===== src/eicr_pkg.sv =====
package eicr_pkg;

  // ----------------------------------------------------------------
  // Register byte offsets
  // ----------------------------------------------------------------
  localparam int ADDR_W = 8;
  localparam logic [ADDR_W-1:0] OFF_CTRL = 8'h00;
  localparam logic [ADDR_W-1:0] OFF_KEY = 8'h04;
  localparam logic [ADDR_W-1:0] OFF_IRQ_STATUS = 8'h08;
  localparam logic [ADDR_W-1:0] OFF_IRQ_CLEAR = 8'h0C;
  localparam logic [ADDR_W-1:0] OFF_IRQ_ENABLE = 8'h10;
  localparam logic [ADDR_W-1:0] OFF_LINK_STATUS = 8'h14;

  // ----------------------------------------------------------------
  // Field positions of external_irq_flag_clock_ctrl
  // ----------------------------------------------------------------
  localparam int BIT_FLAG_LO = 4;
  localparam int BIT_CLOCK_SOURCE_SELECT = 3;
  localparam int BIT_RING_MODE_STATUS = 2;
  localparam int BIT_RESUME_SOURCE_SELECT = 1;
  localparam int BIT_STOP_REFERENCE_KEEP = 0;

  // Pins 2..5 map to vector bits 0..3; a one marks a falling-edge pin
  localparam logic [3:0] FALL_EDGE_MASK = 4'hA;

  // ----------------------------------------------------------------
  // Reset values
  // ----------------------------------------------------------------
  localparam logic [3:0] RST_FLAGS = 4'h0;
  localparam logic RST_CLOCK_SOURCE_SELECT = 1'b1;
  localparam logic RST_RING_MODE_STATUS = 1'b0;
  localparam logic RST_RESUME_SOURCE_SELECT = 1'b0;
  localparam logic RST_STOP_REFERENCE_KEEP = 1'b0;

  // ----------------------------------------------------------------
  // Protected write sequence
  // ----------------------------------------------------------------
  localparam logic [7:0] KEY_FIRST = 8'hAA;
  localparam logic [7:0] KEY_SECOND = 8'h55;
  localparam int KEY_OPEN_CYCLES = 8;

  // ----------------------------------------------------------------
  // Interrupt status bits
  // ----------------------------------------------------------------
  localparam int IRQ_W = 6;
  localparam int IRQ_BIT_RESUMED = 4;
  localparam int IRQ_BIT_REFUSED = 5;

  typedef enum logic [3:0] {
    EICR_RUN = 4'h1,
    EICR_STOP = 4'h2,
    EICR_HOLD = 4'h4,
    EICR_RING_WARM = 4'h8
  } eicr_clk_state_t;

  typedef struct packed {
    logic [3:0] pin_s1;
    logic [3:0] pin_s2;
    logic [3:0] pin_s3;
    logic [1:0] fill;
    logic warm_s1;
    logic warm_s2;
    logic [3:0] flags;
    logic clock_source_select;
    logic ring_mode_status;
    logic resume_source_select;
    logic stop_reference_keep;
    logic key_armed;
    logic [3:0] key_count;
    eicr_clk_state_t clk_state;
    logic [IRQ_W-1:0] irq_status;
    logic [IRQ_W-1:0] irq_enable;
    logic dp_valid;
    logic dp_write;
    logic [ADDR_W-1:0] dp_addr;
    logic [31:0] rdata;
  } eicr_state_t;

endpackage


===== src/eicr_top.sv =====
// Added by the designer: the placing of the registers and the AHB-Lite interface to the registers.
`timescale 1ns/1ps
// Function
// RULE1: Falling edge on pin 5 sets bit 7
// RULE2: Rising edge on pin 4 sets bit 6
// RULE3: Falling edge on pin 3 sets bit 5
// RULE4: Rising edge on pin 2 sets bit 4
// RULE5: Flags cleared only by software writing zero
// RULE6: Software writing one sets flag, raising request
// RULE7: Bit 3: one crystal, zero ring
// RULE8: Select reads inverse of ring status, except warmup
// RULE9: Setting select needs warmed crystal, not disabled
// RULE10: Software clears select before disabling crystal
// RULE11: Select set by power-on reset, else kept
// RULE12: Clearing select always picks ring oscillator
// RULE13: Bit 2 reports ring oscillator running
// RULE14: Ring status, resume select cleared at power-on only
// RULE15: Resume select zero stalls until crystal warm
// RULE16: Resume select one runs ring, then switches
// RULE17: Bit 0 keeps reference on during stop
// RULE18: Bit 0 written only via protected sequence
// RULE19: Pins synchronised, edges from consecutive samples
module eicr_top
  import eicr_pkg::*;
#(
  parameter int KEY_WINDOW = KEY_OPEN_CYCLES
) (
  input wire logic CLK,
  input wire logic NRST,
  input wire logic POR_FLAG,
  input wire logic HSEL,
  input wire logic [31:0] HADDR,
  input wire logic [1:0] HTRANS,
  input wire logic HWRITE,
  input wire logic [2:0] HSIZE,
  input wire logic [31:0] HWDATA,
  input wire logic HREADY,
  output logic [31:0] HRDATA,
  output logic HREADYOUT,
  output logic HRESP,
  input wire logic [3:0] EXT_IRQ_PIN,
  input wire logic CRYSTAL_WARMED_UP,
  input wire logic CRYSTAL_DISABLE,
  input wire logic STOP_ENTER,
  input wire logic STOP_RESUME,
  output logic [3:0] EXT_IRQ_REQ,
  output logic CLOCK_SOURCE_SELECT,
  output logic RING_MODE_STATUS,
  output logic CPU_STALL,
  output logic STOP_REFERENCE_KEEP,
  output logic IRQ
);

  // ----------------------------------------------------------------
  // Parameter check
  // ----------------------------------------------------------------
  generate
    if (KEY_WINDOW < 1 || KEY_WINDOW > 15) begin : g_bad_window
      $error("KEY_WINDOW must lie between 1 and 15");
    end
  endgenerate

  localparam logic [3:0] KEY_WINDOW_CNT = 4'(KEY_WINDOW);

  eicr_state_t st;
  eicr_state_t next_st;

  logic [3:0] pin_edge;
  logic addr_phase;
  logic wr_any;
  logic wr_ctrl;
  logic wr_key;
  logic wr_clear;
  logic wr_enable;
  logic warm;
  logic key_open;
  logic [7:0] wbyte;
  logic [7:0] ctrl_read;
  logic [31:0] read_mux;

  // ----------------------------------------------------------------
  // Pin edge detection
  // ----------------------------------------------------------------
  genvar gi;
  generate
    for (gi = 0; gi < 4; gi++) begin : g_edge
      if (FALL_EDGE_MASK[gi]) begin : g_fall
        assign pin_edge[gi] = (st.fill == 2'h3) & st.pin_s3[gi] & ~st.pin_s2[gi]; // RULE1 RULE3
      end else begin : g_rise
        assign pin_edge[gi] = (st.fill == 2'h3) & ~st.pin_s3[gi] & st.pin_s2[gi]; // RULE2 RULE4
      end
    end
  endgenerate

  // ----------------------------------------------------------------
  // Bus decode
  // ----------------------------------------------------------------
  assign addr_phase = HSEL & HTRANS[1] & HREADY;
  assign wr_any = st.dp_valid & st.dp_write;
  assign wr_ctrl = wr_any & (st.dp_addr == OFF_CTRL);
  assign wr_key = wr_any & (st.dp_addr == OFF_KEY);
  assign wr_clear = wr_any & (st.dp_addr == OFF_IRQ_CLEAR);
  assign wr_enable = wr_any & (st.dp_addr == OFF_IRQ_ENABLE);
  assign wbyte = HWDATA[7:0];
  assign warm = st.warm_s2;
  assign key_open = st.key_count != 4'h0;

  assign ctrl_read = {st.flags, st.clock_source_select, st.ring_mode_status,
                      st.resume_source_select, st.stop_reference_keep};

  always_comb begin
    read_mux = 32'h0000_0000;
    case (HADDR[ADDR_W-1:0])
      OFF_CTRL: read_mux = {24'h00_0000, ctrl_read};
      OFF_KEY: read_mux = {31'h0000_0000, key_open};
      OFF_IRQ_STATUS: read_mux = {26'h000_0000, st.irq_status};
      OFF_IRQ_ENABLE: read_mux = {26'h000_0000, st.irq_enable};
      OFF_LINK_STATUS: read_mux = {28'h000_0000, st.clk_state};
      default: read_mux = 32'h0000_0000;
    endcase
  end

  // ----------------------------------------------------------------
  // Next state
  // ----------------------------------------------------------------
  always_comb begin
    next_st = st;
    // Two-stage synchronisers plus a compare stage
    next_st.pin_s1 = EXT_IRQ_PIN; // RULE19
    next_st.pin_s2 = st.pin_s1; // RULE19
    next_st.pin_s3 = st.pin_s2; // RULE19
    next_st.warm_s1 = CRYSTAL_WARMED_UP;
    next_st.warm_s2 = st.warm_s1;
    if (st.fill != 2'h3) begin
      next_st.fill = st.fill + 2'h1;
    end

    // Edge flags: write stores, edge sets, edge beats a clearing write
    if (wr_ctrl) begin
      next_st.flags = wbyte[7:BIT_FLAG_LO]; // RULE5 RULE6
    end
    next_st.flags = next_st.flags | pin_edge; // RULE1 RULE2 RULE3 RULE4

    // Clock source select
    if (wr_ctrl) begin
      if (!wbyte[BIT_CLOCK_SOURCE_SELECT]) begin
        next_st.clock_source_select = 1'b0; // RULE12
      end else if (warm && !CRYSTAL_DISABLE) begin
        next_st.clock_source_select = 1'b1; // RULE7 RULE9
      end
      next_st.resume_source_select = wbyte[BIT_RESUME_SOURCE_SELECT];
    end

    // Protected write sequence
    if (key_open) begin
      next_st.key_count = st.key_count - 4'h1;
    end
    if (wr_key) begin
      next_st.key_armed = (wbyte == KEY_FIRST);
      if (st.key_armed && wbyte == KEY_SECOND) begin
        next_st.key_count = KEY_WINDOW_CNT;
      end
    end else if (wr_any) begin
      next_st.key_armed = 1'b0;
    end
    if (wr_ctrl && key_open) begin
      next_st.stop_reference_keep = wbyte[BIT_STOP_REFERENCE_KEEP]; // RULE17 RULE18
      next_st.key_count = 4'h0;
    end

    // Stop and resume sequencing
    case (st.clk_state)
      EICR_RUN: begin
        if (STOP_ENTER) begin
          next_st.clk_state = EICR_STOP;
        end
      end
      EICR_STOP: begin
        if (STOP_RESUME) begin
          if (st.resume_source_select) begin
            next_st.clk_state = EICR_RING_WARM; // RULE16
          end else begin
            next_st.clk_state = EICR_HOLD; // RULE15
          end
        end
      end
      EICR_HOLD: begin
        if (warm) begin
          next_st.clk_state = EICR_RUN; // RULE15
        end
      end
      EICR_RING_WARM: begin
        if (warm) begin
          next_st.clk_state = EICR_RUN; // RULE16
        end
      end
      default: next_st.clk_state = EICR_RUN;
    endcase

    // Ring status is the inverse of the select except during a ring resume
    if (next_st.clk_state == EICR_RING_WARM) begin
      next_st.ring_mode_status = 1'b1; // RULE13 RULE16
    end else begin
      next_st.ring_mode_status = ~next_st.clock_source_select; // RULE8 RULE13
    end

    // Interrupt status: clear then set, so a new event wins
    if (wr_clear) begin
      next_st.irq_status = st.irq_status & ~HWDATA[IRQ_W-1:0];
    end
    next_st.irq_status[3:0] = next_st.irq_status[3:0] | pin_edge;
    if ((st.clk_state == EICR_HOLD || st.clk_state == EICR_RING_WARM) && warm) begin
      next_st.irq_status[IRQ_BIT_RESUMED] = 1'b1;
    end
    if (wr_ctrl && wbyte[BIT_CLOCK_SOURCE_SELECT] && !st.clock_source_select
        && !(warm && !CRYSTAL_DISABLE)) begin
      next_st.irq_status[IRQ_BIT_REFUSED] = 1'b1; // RULE9
    end
    if (wr_enable) begin
      next_st.irq_enable = HWDATA[IRQ_W-1:0];
    end

    // Bus address phase and read data
    next_st.dp_valid = addr_phase;
    if (addr_phase) begin
      next_st.dp_write = HWRITE;
      next_st.dp_addr = HADDR[ADDR_W-1:0];
      if (!HWRITE) begin
        next_st.rdata = read_mux;
      end
    end

    // Synchronous reset; power-on reset also restores clock fields
    if (!NRST) begin
      next_st.fill = 2'h0;
      next_st.flags = RST_FLAGS;
      next_st.stop_reference_keep = RST_STOP_REFERENCE_KEEP;
      next_st.key_armed = 1'b0;
      next_st.key_count = 4'h0;
      next_st.clk_state = EICR_RUN;
      next_st.irq_status = '0;
      next_st.irq_enable = '0;
      next_st.dp_valid = 1'b0;
      next_st.dp_write = 1'b0;
      next_st.dp_addr = '0;
      next_st.rdata = 32'h0000_0000;
      next_st.clock_source_select = st.clock_source_select; // RULE11
      next_st.ring_mode_status = st.ring_mode_status; // RULE14
      next_st.resume_source_select = st.resume_source_select; // RULE14
      if (POR_FLAG) begin
        next_st.clock_source_select = RST_CLOCK_SOURCE_SELECT; // RULE11
        next_st.ring_mode_status = RST_RING_MODE_STATUS; // RULE14
        next_st.resume_source_select = RST_RESUME_SOURCE_SELECT; // RULE14
      end
    end
  end

  always_ff @(posedge CLK) begin
    st <= next_st;
  end

  // ----------------------------------------------------------------
  // Outputs
  // ----------------------------------------------------------------
  assign HRDATA = st.rdata;
  assign HREADYOUT = 1'b1;
  assign HRESP = 1'b0;
  assign EXT_IRQ_REQ = st.flags; // RULE6
  assign CLOCK_SOURCE_SELECT = st.clock_source_select; // RULE7
  assign RING_MODE_STATUS = st.ring_mode_status;
  assign CPU_STALL = (st.clk_state == EICR_HOLD); // RULE15
  assign STOP_REFERENCE_KEEP = st.stop_reference_keep; // RULE17
  assign IRQ = |(st.irq_status & st.irq_enable);

endmodule

===== config.mk =====
export PLATFORM = sky130hd
export DESIGN_NAME = eicr_top
export DESIGN_NICKNAME = d
export VERILOG_FILES = /design/src/eicr_pkg.sv /design/src/eicr_top.sv
export SDC_FILE = /design/constraint.sdc
export NUM_CORES = 1
export LEC_CHECK = 0
export ABC_AREA = 1
export BUFFER_PORTS_ARGS = -buffer_cell sky130_fd_sc_hd__buf_2
export CAP_MARGIN = 20
export CELL_PAD_IN_SITES_DETAIL_PLACEMENT = 0
export CELL_PAD_IN_SITES_GLOBAL_PLACEMENT = 1
export CORE_AREA = 3 3 133 96
export CTS_CLUSTER_SIZE = 20
export DETAILED_ROUTE_END_ITERATION = 8
export DIE_AREA = 0 0 136 99
export PLACE_DENSITY_LB_ADDON = 0.1
export SETUP_SLACK_MARGIN = 0.05
export SYNTH_ARGS = -nofsm -noshare
export SYNTH_HDL_FRONTEND = slang
export SYNTH_SLANG_ARGS = --single-unit

===== constraint.sdc =====
create_clock -name CLK -period 1.4 [get_ports CLK]
set_clock_uncertainty 0.15 [all_clocks]
set_input_delay 0.07 -clock CLK [delete_from_list [all_inputs] [get_ports CLK]]
set_output_delay 0.07 -clock CLK [all_outputs]
set_load 0.02 [all_outputs]

# Yosys cells after proc, flatten, opt, wreduce, memory -nomap -nowiden
# Index checks and enable logic that the tools add are counted.
[word_totals]
reg_bits = 87
input_bits = 83
elab_cells = 118
[op_classes]
n_addsub = 2
eq_ne = 17
muxes = 27
bitwise_logic = 27
reduce_logical = 23
[op_table]
columns = ["cell", "n"]
rows = [
  ["$mux 67", 1],
  ["$mux 41", 1],
  ["$pmux 8 s5", 1],
  ["$mux 4", 9],
  ["$mux 32", 1],
  ["$eq 8x5->1 const B", 3],
  ["$eq 8x3->1 const B", 2],
  ["$eq 8x4->1 const B", 2],
  ["$logic_not 8->1", 2],
  ["$and 1x1->1", 15],
  ["$and 6x6->6", 2],
  ["$mux 6", 2],
  ["$pmux 4 s3", 1],
  ["$mux 1", 10],
  ["$eq 4x4->1 const B", 2],
  ["$eq 8x7->1 const B", 1],
  ["$eq 8x8->1 const B", 1],
  ["$or 4x4->4", 2],
  ["$reduce_bool 2->1", 4],
  ["$logic_and 1x1->1", 7],
  ["$not 1->1", 7],
  ["$not 6->6", 1],
  ["$reduce_or 6->1", 1],
  ["$eq 4x1->1 const B", 1],
  ["other kinds (13)", 17],
]

# Longest topological paths before layout
# Gate-level depths: netlist of run 1.
[depth]
ltp_word = 8
mapped_depth = 9
ltp_nobuf = 9

# Worst setup path before layout of run 1
# No wires, ideal clock.
[synth_path]
path_type = "flip-flop to flip-flop"
from = "register st[35] (netlist bit)"
to = "register st, in the netlist RING_MODE_STATUS, data pin"
setup_time_ns = 0.254
arrival_ns = 0.981
t_required_ns = 0.996
path_slack_ns = 0.015
stages_incl_launch_ff = 10
path_buffers = 1
period_less_slack_ns = 1.385
path_cell_list = "dfxtp_1 -> inv_2 -> nand3_2 -> nor2_2 -> inv_2 -> nor2_2 -> buf_6 -> o21ai_1 -> nand2_1 -> nand2_1"
[synth_via]
elab_chain_len = 6
[synth_lines]
columns = ["item", "line_no", "text"]
rows = [
  ["start, declared", "eicr_top.sv:65", "eicr_state_t st;"],
  ["start signal, assigned", "eicr_top.sv:259", "st <= next_st;"],
  ["$logic_not 8->1", "eicr_top.sv:100", "assign wr_ctrl = wr_any & (st.dp_addr == OFF_CTRL);"],
  ["$and 1x1->1", "eicr_top.sv:100", ""],
  ["$mux 1", "eicr_top.sv:145", "if (wr_ctrl) begin"],
  ["$not 1->1", "eicr_top.sv:204", "next_st.ring_mode_status = ~next_st.clock_source_select;"],
  ["$mux 1", "eicr_top.sv:201", "if (next_st.clk_state == EICR_RING_WARM) begin"],
  ["$mux 67", "eicr_top.sv:234", "if (!NRST) begin"],
]
# Every way passes these cells.
# A chain may end at the register's enable or synchronous reset.

# Worst setup path after layout of run 1
[layout_path]
from = "register st[49] (netlist bit)"
to = "output IRQ"
[layout_via]
elab_chain_len = 2
[layout_lines]
columns = ["item", "line_no", "text"]
rows = [
  ["$and 6x6->6", "eicr_top.sv:273", "assign IRQ = |(st.irq_status & st.irq_enable);"],
  ["$reduce_or 6->1", "eicr_top.sv:273", ""],
  ["end, declared", "eicr_top.sv:51", "output logic IRQ"],
]
# Every way passes these cells.

==> results.py, run 1 <==
metrics = {
    "job": {
        "max_cap_viol_count": 0,
    },
    "critical_path": {
        "worstPathMaxFanout": 2,
        "startpoint_type": "flop",
        "r2r-end": "CLOCK_SOURCE_SELECT",
        "cp_slowest_stage_delay_ps": 320,
        "r2r_slack_ps": -80,
        "path_cells": "nand2_1 -> nand2_1 -> a221oi_2 -> nand3_1 -> buf_6",
        "cp.arrival_ps": 1330,
        "required_ps": 1180,
        "cp_slowest_cell": "dfxtp_2",
        "cp_top_family": "flip-flops",
        "cpMostUsedCell": "nand2_1",
        "reg2reg_depth": 7,
        "r2r_start": "st[40]",
        "critPathBufInv": 1,
        "path_class": "reg -> out",
        "cp-end-kind": "output pin",
    },
    "sta": {
        "holdWs_ps": 61.4,
        "period_needed_ps": 1550,
        "fmax_mhz": 647,
        "setup_viol": 13,
        "drv_slew": 0,
        "setup_ws_ps": -145,
        "rsz0062_at_grt": "true",
        "post-route-period-util_pct": 110,
        "hold_violations": 0,
    },
    "die": {
        "start_util_pct": 24.8,
        "rows": 33,
        "ios": 126,
        "die_width_microns": 136,
        "die_y_microns": 99,
        "die_area_sq_mm": 0.0135,
        "core_sq_mm": 0.0116,
    },
    "synth": {
        "synth_edf_count": 3,
        "synthFlopType": "dfxtp_1",
        "synth.top_cells.by_area": "dfxtp_1 (42%), buf_4 (9.9%), nand2_1 (8.6%)",
        "syn_inst": 378,
        "synth_async_sr_flop_share_pct": 0,
        "synth_fa_ha_area_share_pct": 0.867,
        "syn-mean-instance-area_sq_um": 7.63,
        "yosys.cell_types.count": 32,
        "synth_compound_area_share_pct": 13.5,
        "muxShareOfSynthArea_pct": 0,
        "synth_xor_xnor_area_share_pct": 0.607,
        "ys_seq_elements": 63,
        "synth_top_family_by_area": "simple AND/OR/NAND/NOR gates",
        "yosys.area.top_type": "dfxtp_1",
        "netlist_area_sq_mm": 0.00289,
        "seq_area_frac_synth_pct": 44.8,
        "yosys.area_share.simple_pct": 23.1,
        "yosysTopAreaCellShare_pct": 41.6,
        "ys_warn_count": 0,
    },
    "power": {
        "p_sw_uw": 1390,
        "p_leak_uw": 0.00190,
        "power_uw": 5040,
        "p_int_uw": 3640,
        "ir_worst_vdd_mv": 0.567,
        "p_clk_share_pct": 43.5,
        "p_comb_share_pct": 16.6,
        "p_per_area_mw_per_mm2": 1170,
        "p_seq_share_pct": 39.9,
        "switching_share_pct": 27.7,
    },
    "routing": {
        "drt_iter0_drc": 145,
        "dr_total_vias": 2677,
        "dr.pass1.iters": 4,
        "finalWirelength_mm": 8.78,
        "avgViaCountPerCell": 4.14,
        "ant_nets": 0,
        "drc": 0,
        "routedWlPerCell_microns": 13.6,
    },
    "min_path": {
        "min_to": "HRDATA[1]",
        "holdPathStages": 5,
        "worstHoldStart": "HWRITE",
        "worstHoldPathType": "in -> reg",
    },
    "clock_network": {
        "cts_tree": "yes",
        "clock-sinks": 63,
        "clock-root-buffer": "clkbuf_16",
        "htree_levels": 3,
        "clk_latency_ps": 330,
        "numCtsBuffers": 9,
        "clockBufferDepth": 2,
        "path_clk_slew_ps": 60,
    },
    "grt": {
        "grt_pass1_vias": 2515,
        "grt.overflow.total": 0,
        "antenna_found_initial": 0,
        "grt_pass1_wl_mm": 13.7,
        "grt_start_max_net_pins": 20,
        "track_usage_pct": 13.7,
    },
    "placement": {
        "postPlaceCellArea_sq_mm": 0.00337,
        "portBuffers": 47,
        "placed_cells": 595,
        "dp_hpwl_mm": 6.71,
        "routabilityCongestion": 0.800,
    },
    "layout": {
        "area_delta_synth_final_pct": 49.1,
        "post_route_cells_drive_above_1_share_pct": 35.5,
        "fin_cells": 647,
        "final_common_cell": "nand2_1",
        "layout.nets": 570,
        "n_antenna_cell": 0,
        "final_cell_mix": "nand2_1 (53), dfxtp_1 (47), buf_2 (43)",
        "stdcell_area_sq_mm": 0.00430,
    },
    "status": {
        "status": "finished, violations left",
        "violations": "negative setup slack",
    },
}
-- tightest hold or removal path, stage by stage --
cell,delay (ps)
buf_2,100
nor2_4,40
buf_4,150
o21ai_2,60
a21oi_1,50
-- flip-flops by register name (all words and copies together), names as in the netlist --
| register | cells |
|---|---|
| CLOCK_SOURCE_SELECT | 1 |
| EXT_IRQ_REQ | 4 |
| HRDATA | 8 |
| RING_MODE_STATUS | 1 |
| STOP_REFERENCE_KEEP | 1 |
| ctrl_read | 1 |
| next_st | 9 |
| st | 37 |
| warm | 1 |
-- cells in the mapped netlist, drive strengths merged, types with 3 or more instances --
cell type	number
dfxtp	60
nor2	30
o22ai	3
edfxtp	3
nand3	33
o21ai	28
nand4	9
nand2	67
nor3	3
inv	46
a21oi	32
clkbuf	5
buf	39
a31oi	5
-- power groups by stage --
stage                     sequential (uW)  combinational, uW  clock (uW)
after floorplan                      2020                495           0
after global placement               2050                664           0
after detailed placement             2050                655           0
after CTS                            2010                753        2260
after global routing                 2030                935        2350
final                                2010                836        2190
-- how the worst max path moves through the flow --
stage / from / to / cells after the start
final: st[49] / IRQ / 5
after global routing: st[49] / IRQ / 5
after CTS: st[49] / IRQ / 5
after detailed placement: st[40] / st[59] / 8
after global placement: st[35] / st[60] / 9
after floorplan: st[35] / RING_MODE_STATUS / 9
-- area by class of cell --
class	instances	area, sq um
clock buffer	11	233
fill	1239	7340
sequential	63	1320
inverter	46	186
multi-input combinational	249	1410
clock inverter	5	58.8
tap	157	196
timing repair buffer	116	905
-- cells by family (layout without fill, tap and decap cells) --
logic type	count (synthesis)	count (layout)
simple gates	146	146
buf+inv	90	178
compound gates	73	73
flops	63	63
fa+ha+maj	2	2
other cells	2	26
xor+xnor	2	2
-- stage by stage --
step	TNS [ps]	setup slack, ps	util (%)
floorplan	0	23.9	-
global placement	-2170	-193	29.0
detailed placement	-2610	-201	29.0
CTS	-1120	-168	35.5
global route	-2220	-206	37.0
finish	-718	-145	37.0
-- metal layers --
layer	global-route usage (%)	routed length (microns)
met5	0	0
met4	3.72	96
met3	4.74	556
met2	18.5	3500
met1	20.3	4620
-- what timing repair did --
action	4_1_cts	5_1_grt
setup endpoints to repair	27	35
setup buffers	4	8
gates cloned	0	0
hold endpoints to repair	38	0
resized for setup	64	40
pin swaps	14	23
hold buffers	26	0
Note: power is estimated with default switching activity, not from simulation.
==> inputs of run 2 (changes only) <==
- PLACE_DENSITY_LB_ADDON: 0.1 -> 0.08
==> results.py, run 2 (same netlist as run 1, synthesis figures left out) <==
metrics = {
    "clock_network": {
        "htree_levels": 3,
        "clock-sinks": 63,
        "cts_tree": "yes",
        "path_clk_slew_ps": 60,
        "numCtsBuffers": 9,
        "clk_latency_ps": 330,
        "clockBufferDepth": 2,
        "clock-root-buffer": "clkbuf_16",
    },
    "routing": {
        "finalWirelength_mm": 8.95,
        "route.met2.wl_mm": 3.78,
        "maxUsedRoutingLayer": "met4",
        "ant_nets": 0,
        "dr_total_vias": 2709,
        "drc": 0,
        "wl_met1_mm": 4.50,
        "dr.pass1.iters": 4,
        "routedWlPerCell_microns": 13.7,
        "drt_iter0_drc": 191,
        "avgViaCountPerCell": 4.15,
        "met3_length_microns": 592,
    },
    "sta": {
        "hold_violations": 0,
        "max-slew-margin-rel_pct": 62.9,
        "setup_viol": 14,
        "post-route-period-util_pct": 107,
        "rsz0062_at_grt": "true",
        "setup_ws_ps": -104,
        "fmax_mhz": 665,
        "drv_slew": 0,
        "holdWs_ps": 12.8,
        "worstMarginPinSlew_ps": 551,
        "fin_tns_setup_ps": -739,
        "period_needed_ps": 1500,
    },
    "grt": {
        "track_usage_pct": 13.8,
        "grt_pass1_wl_mm": 14.0,
        "grt_start_max_net_pins": 24,
        "grt.overflow.total": 0,
        "antenna_found_initial": 0,
        "grt_pass1_vias": 2613,
    },
    "die": {
        "ios": 126,
        "die_area_sq_mm": 0.0135,
        "rows": 33,
        "die_y_microns": 99,
        "die_width_microns": 136,
        "core_sq_mm": 0.0116,
        "start_util_pct": 24.8,
    },
    "critical_path": {
        "required_ps": 1340,
        "cp.arrival_ps": 1440,
        "worstPathMaxFanout": 3,
        "cp_slowest_stage_delay_ps": 340,
        "startpoint": "st[40]",
        "crit_path_end": "RING_MODE_STATUS",
        "r2r-end": "RING_MODE_STATUS",
        "reg2reg_depth": 8,
        "cp-end-kind": "flop",
        "path_cells": "nand2_4 -> nor2_4 -> nand3_4 -> nor2_4 -> buf_6 -> o21ai_2 -> nand2_1 -> nand2_1",
        "cp_num_cells": 8,
        "cp_slowest_cell": "dfxtp_2",
        "cp_top_family": "simple AND/OR/NAND/NOR gates",
        "critPathBufInv": 1,
        "r2r_start": "st[40]",
        "r2r_slack_ps": -100,
        "startpoint_type": "flop",
        "path_class": "reg -> reg",
    },
    "layout": {
        "largest_reg_flops": 37,
        "final_cell_mix": "nand2_1 (55), dfxtp_1 (46), buf_2 (44)",
        "final_common_cell": "nand2_1",
        "largest_register": "st",
        "stdcell_area_sq_mm": 0.00437,
        "n_antenna_cell": 0,
        "fin_cells": 652,
        "layout.nets": 575,
        "area_delta_synth_final_pct": 51.5,
        "post_route_cells_drive_above_1_share_pct": 38.4,
    },
    "status": {
        "violations": "negative setup slack",
        "status": "finished, violations left",
    },
    "power": {
        "p_per_area_mw_per_mm2": 1130,
        "p_sw_uw": 1460,
        "p_comb_share_pct": 17.1,
        "switching_share_pct": 29.6,
        "p_seq_share_pct": 40.6,
        "p_int_uw": 3480,
        "p_clk_share_pct": 42.4,
        "ir_worst_vdd_mv": 0.500,
        "p_leak_uw": 0.00192,
        "power_uw": 4940,
    },
    "min_path": {
        "holdPathStages": 4,
        "worstHoldPathType": "in -> reg",
    },
    "placement": {
        "dp_hpwl_mm": 6.64,
        "portBuffers": 47,
        "routabilityCongestion": 0.776,
        "placed_cells": 595,
        "postPlaceCellArea_sq_mm": 0.00336,
    },
    "job": {
        "max_cap_viol_count": 0,
    },
}
==> run 2: worst min path at each step <==
stage / from / endpoint
CTS: HWDATA[5] / st[53]
global placement: EXT_IRQ_PIN[2] / next_st[81]
floorplan: CRYSTAL_WARMED_UP / next_st[71]
detailed placement: EXT_IRQ_PIN[1] / next_st[80]
global route: HWDATA[0] / st[62]
finish: HWDATA[0] / st[62]
==> run 2: power groups by stage <==
stage                     registers, uW  logic, uW  clock network (uW)
final                              2010        845                2090
after global routing               2020        969                2270
after CTS                          2010        735                2170
after detailed placement           2040        645                   0
after global placement             2040        657                   0
after floorplan                    2020        495                   0
==> run 2: layout make-up <==
class,count,area [sq um]
Inverter,46,185
Timing Repair Buffer,121,928
Sequential cell,63,1320
Tap cell,157,196
Clock inverter,7,56.3
Fill cell,1263,7270
Multi-Input combinational cell,249,1460
Clock buffer,9,225
==> run 2: routing by layer <==
layer  vias up  global-route usage (%)
met1      1227                    20.6
met5         -                       0
met4         0                    3.49
met3         7                    3.98
met2        66                    19.4
li1       1409                       -
==> run 2: timing repair <==
item / in CTS / in global routing
hold endpoints to repair: 34 / 0
hold buffers: 25 / 0
gates resized for setup: 48 / 61
pin swaps: 17 / 19
buffers inserted: 5 / 12
cloned: 0 / 0
endpoints found under the setup margin: 27 / 31
==> run 2: worst reg2reg max path, cell delays in order, from the launching register on <==
cell	delay (ps)
dfxtp_2	340
nand2_4	60
nor2_4	100
nand3_4	130
nor2_4	200
buf_6	120
o21ai_2	40
nand2_1	80
nand2_1	50
==> run 2: stage by stage <==
stage | worst slack, ps | util, %
CTS | -127 | 34.9
global placement | -138 | 28.9
finish | -104 | 37.5
global route | -201 | 37.5
detailed placement | -152 | 28.9
floorplan | 23.9 | -
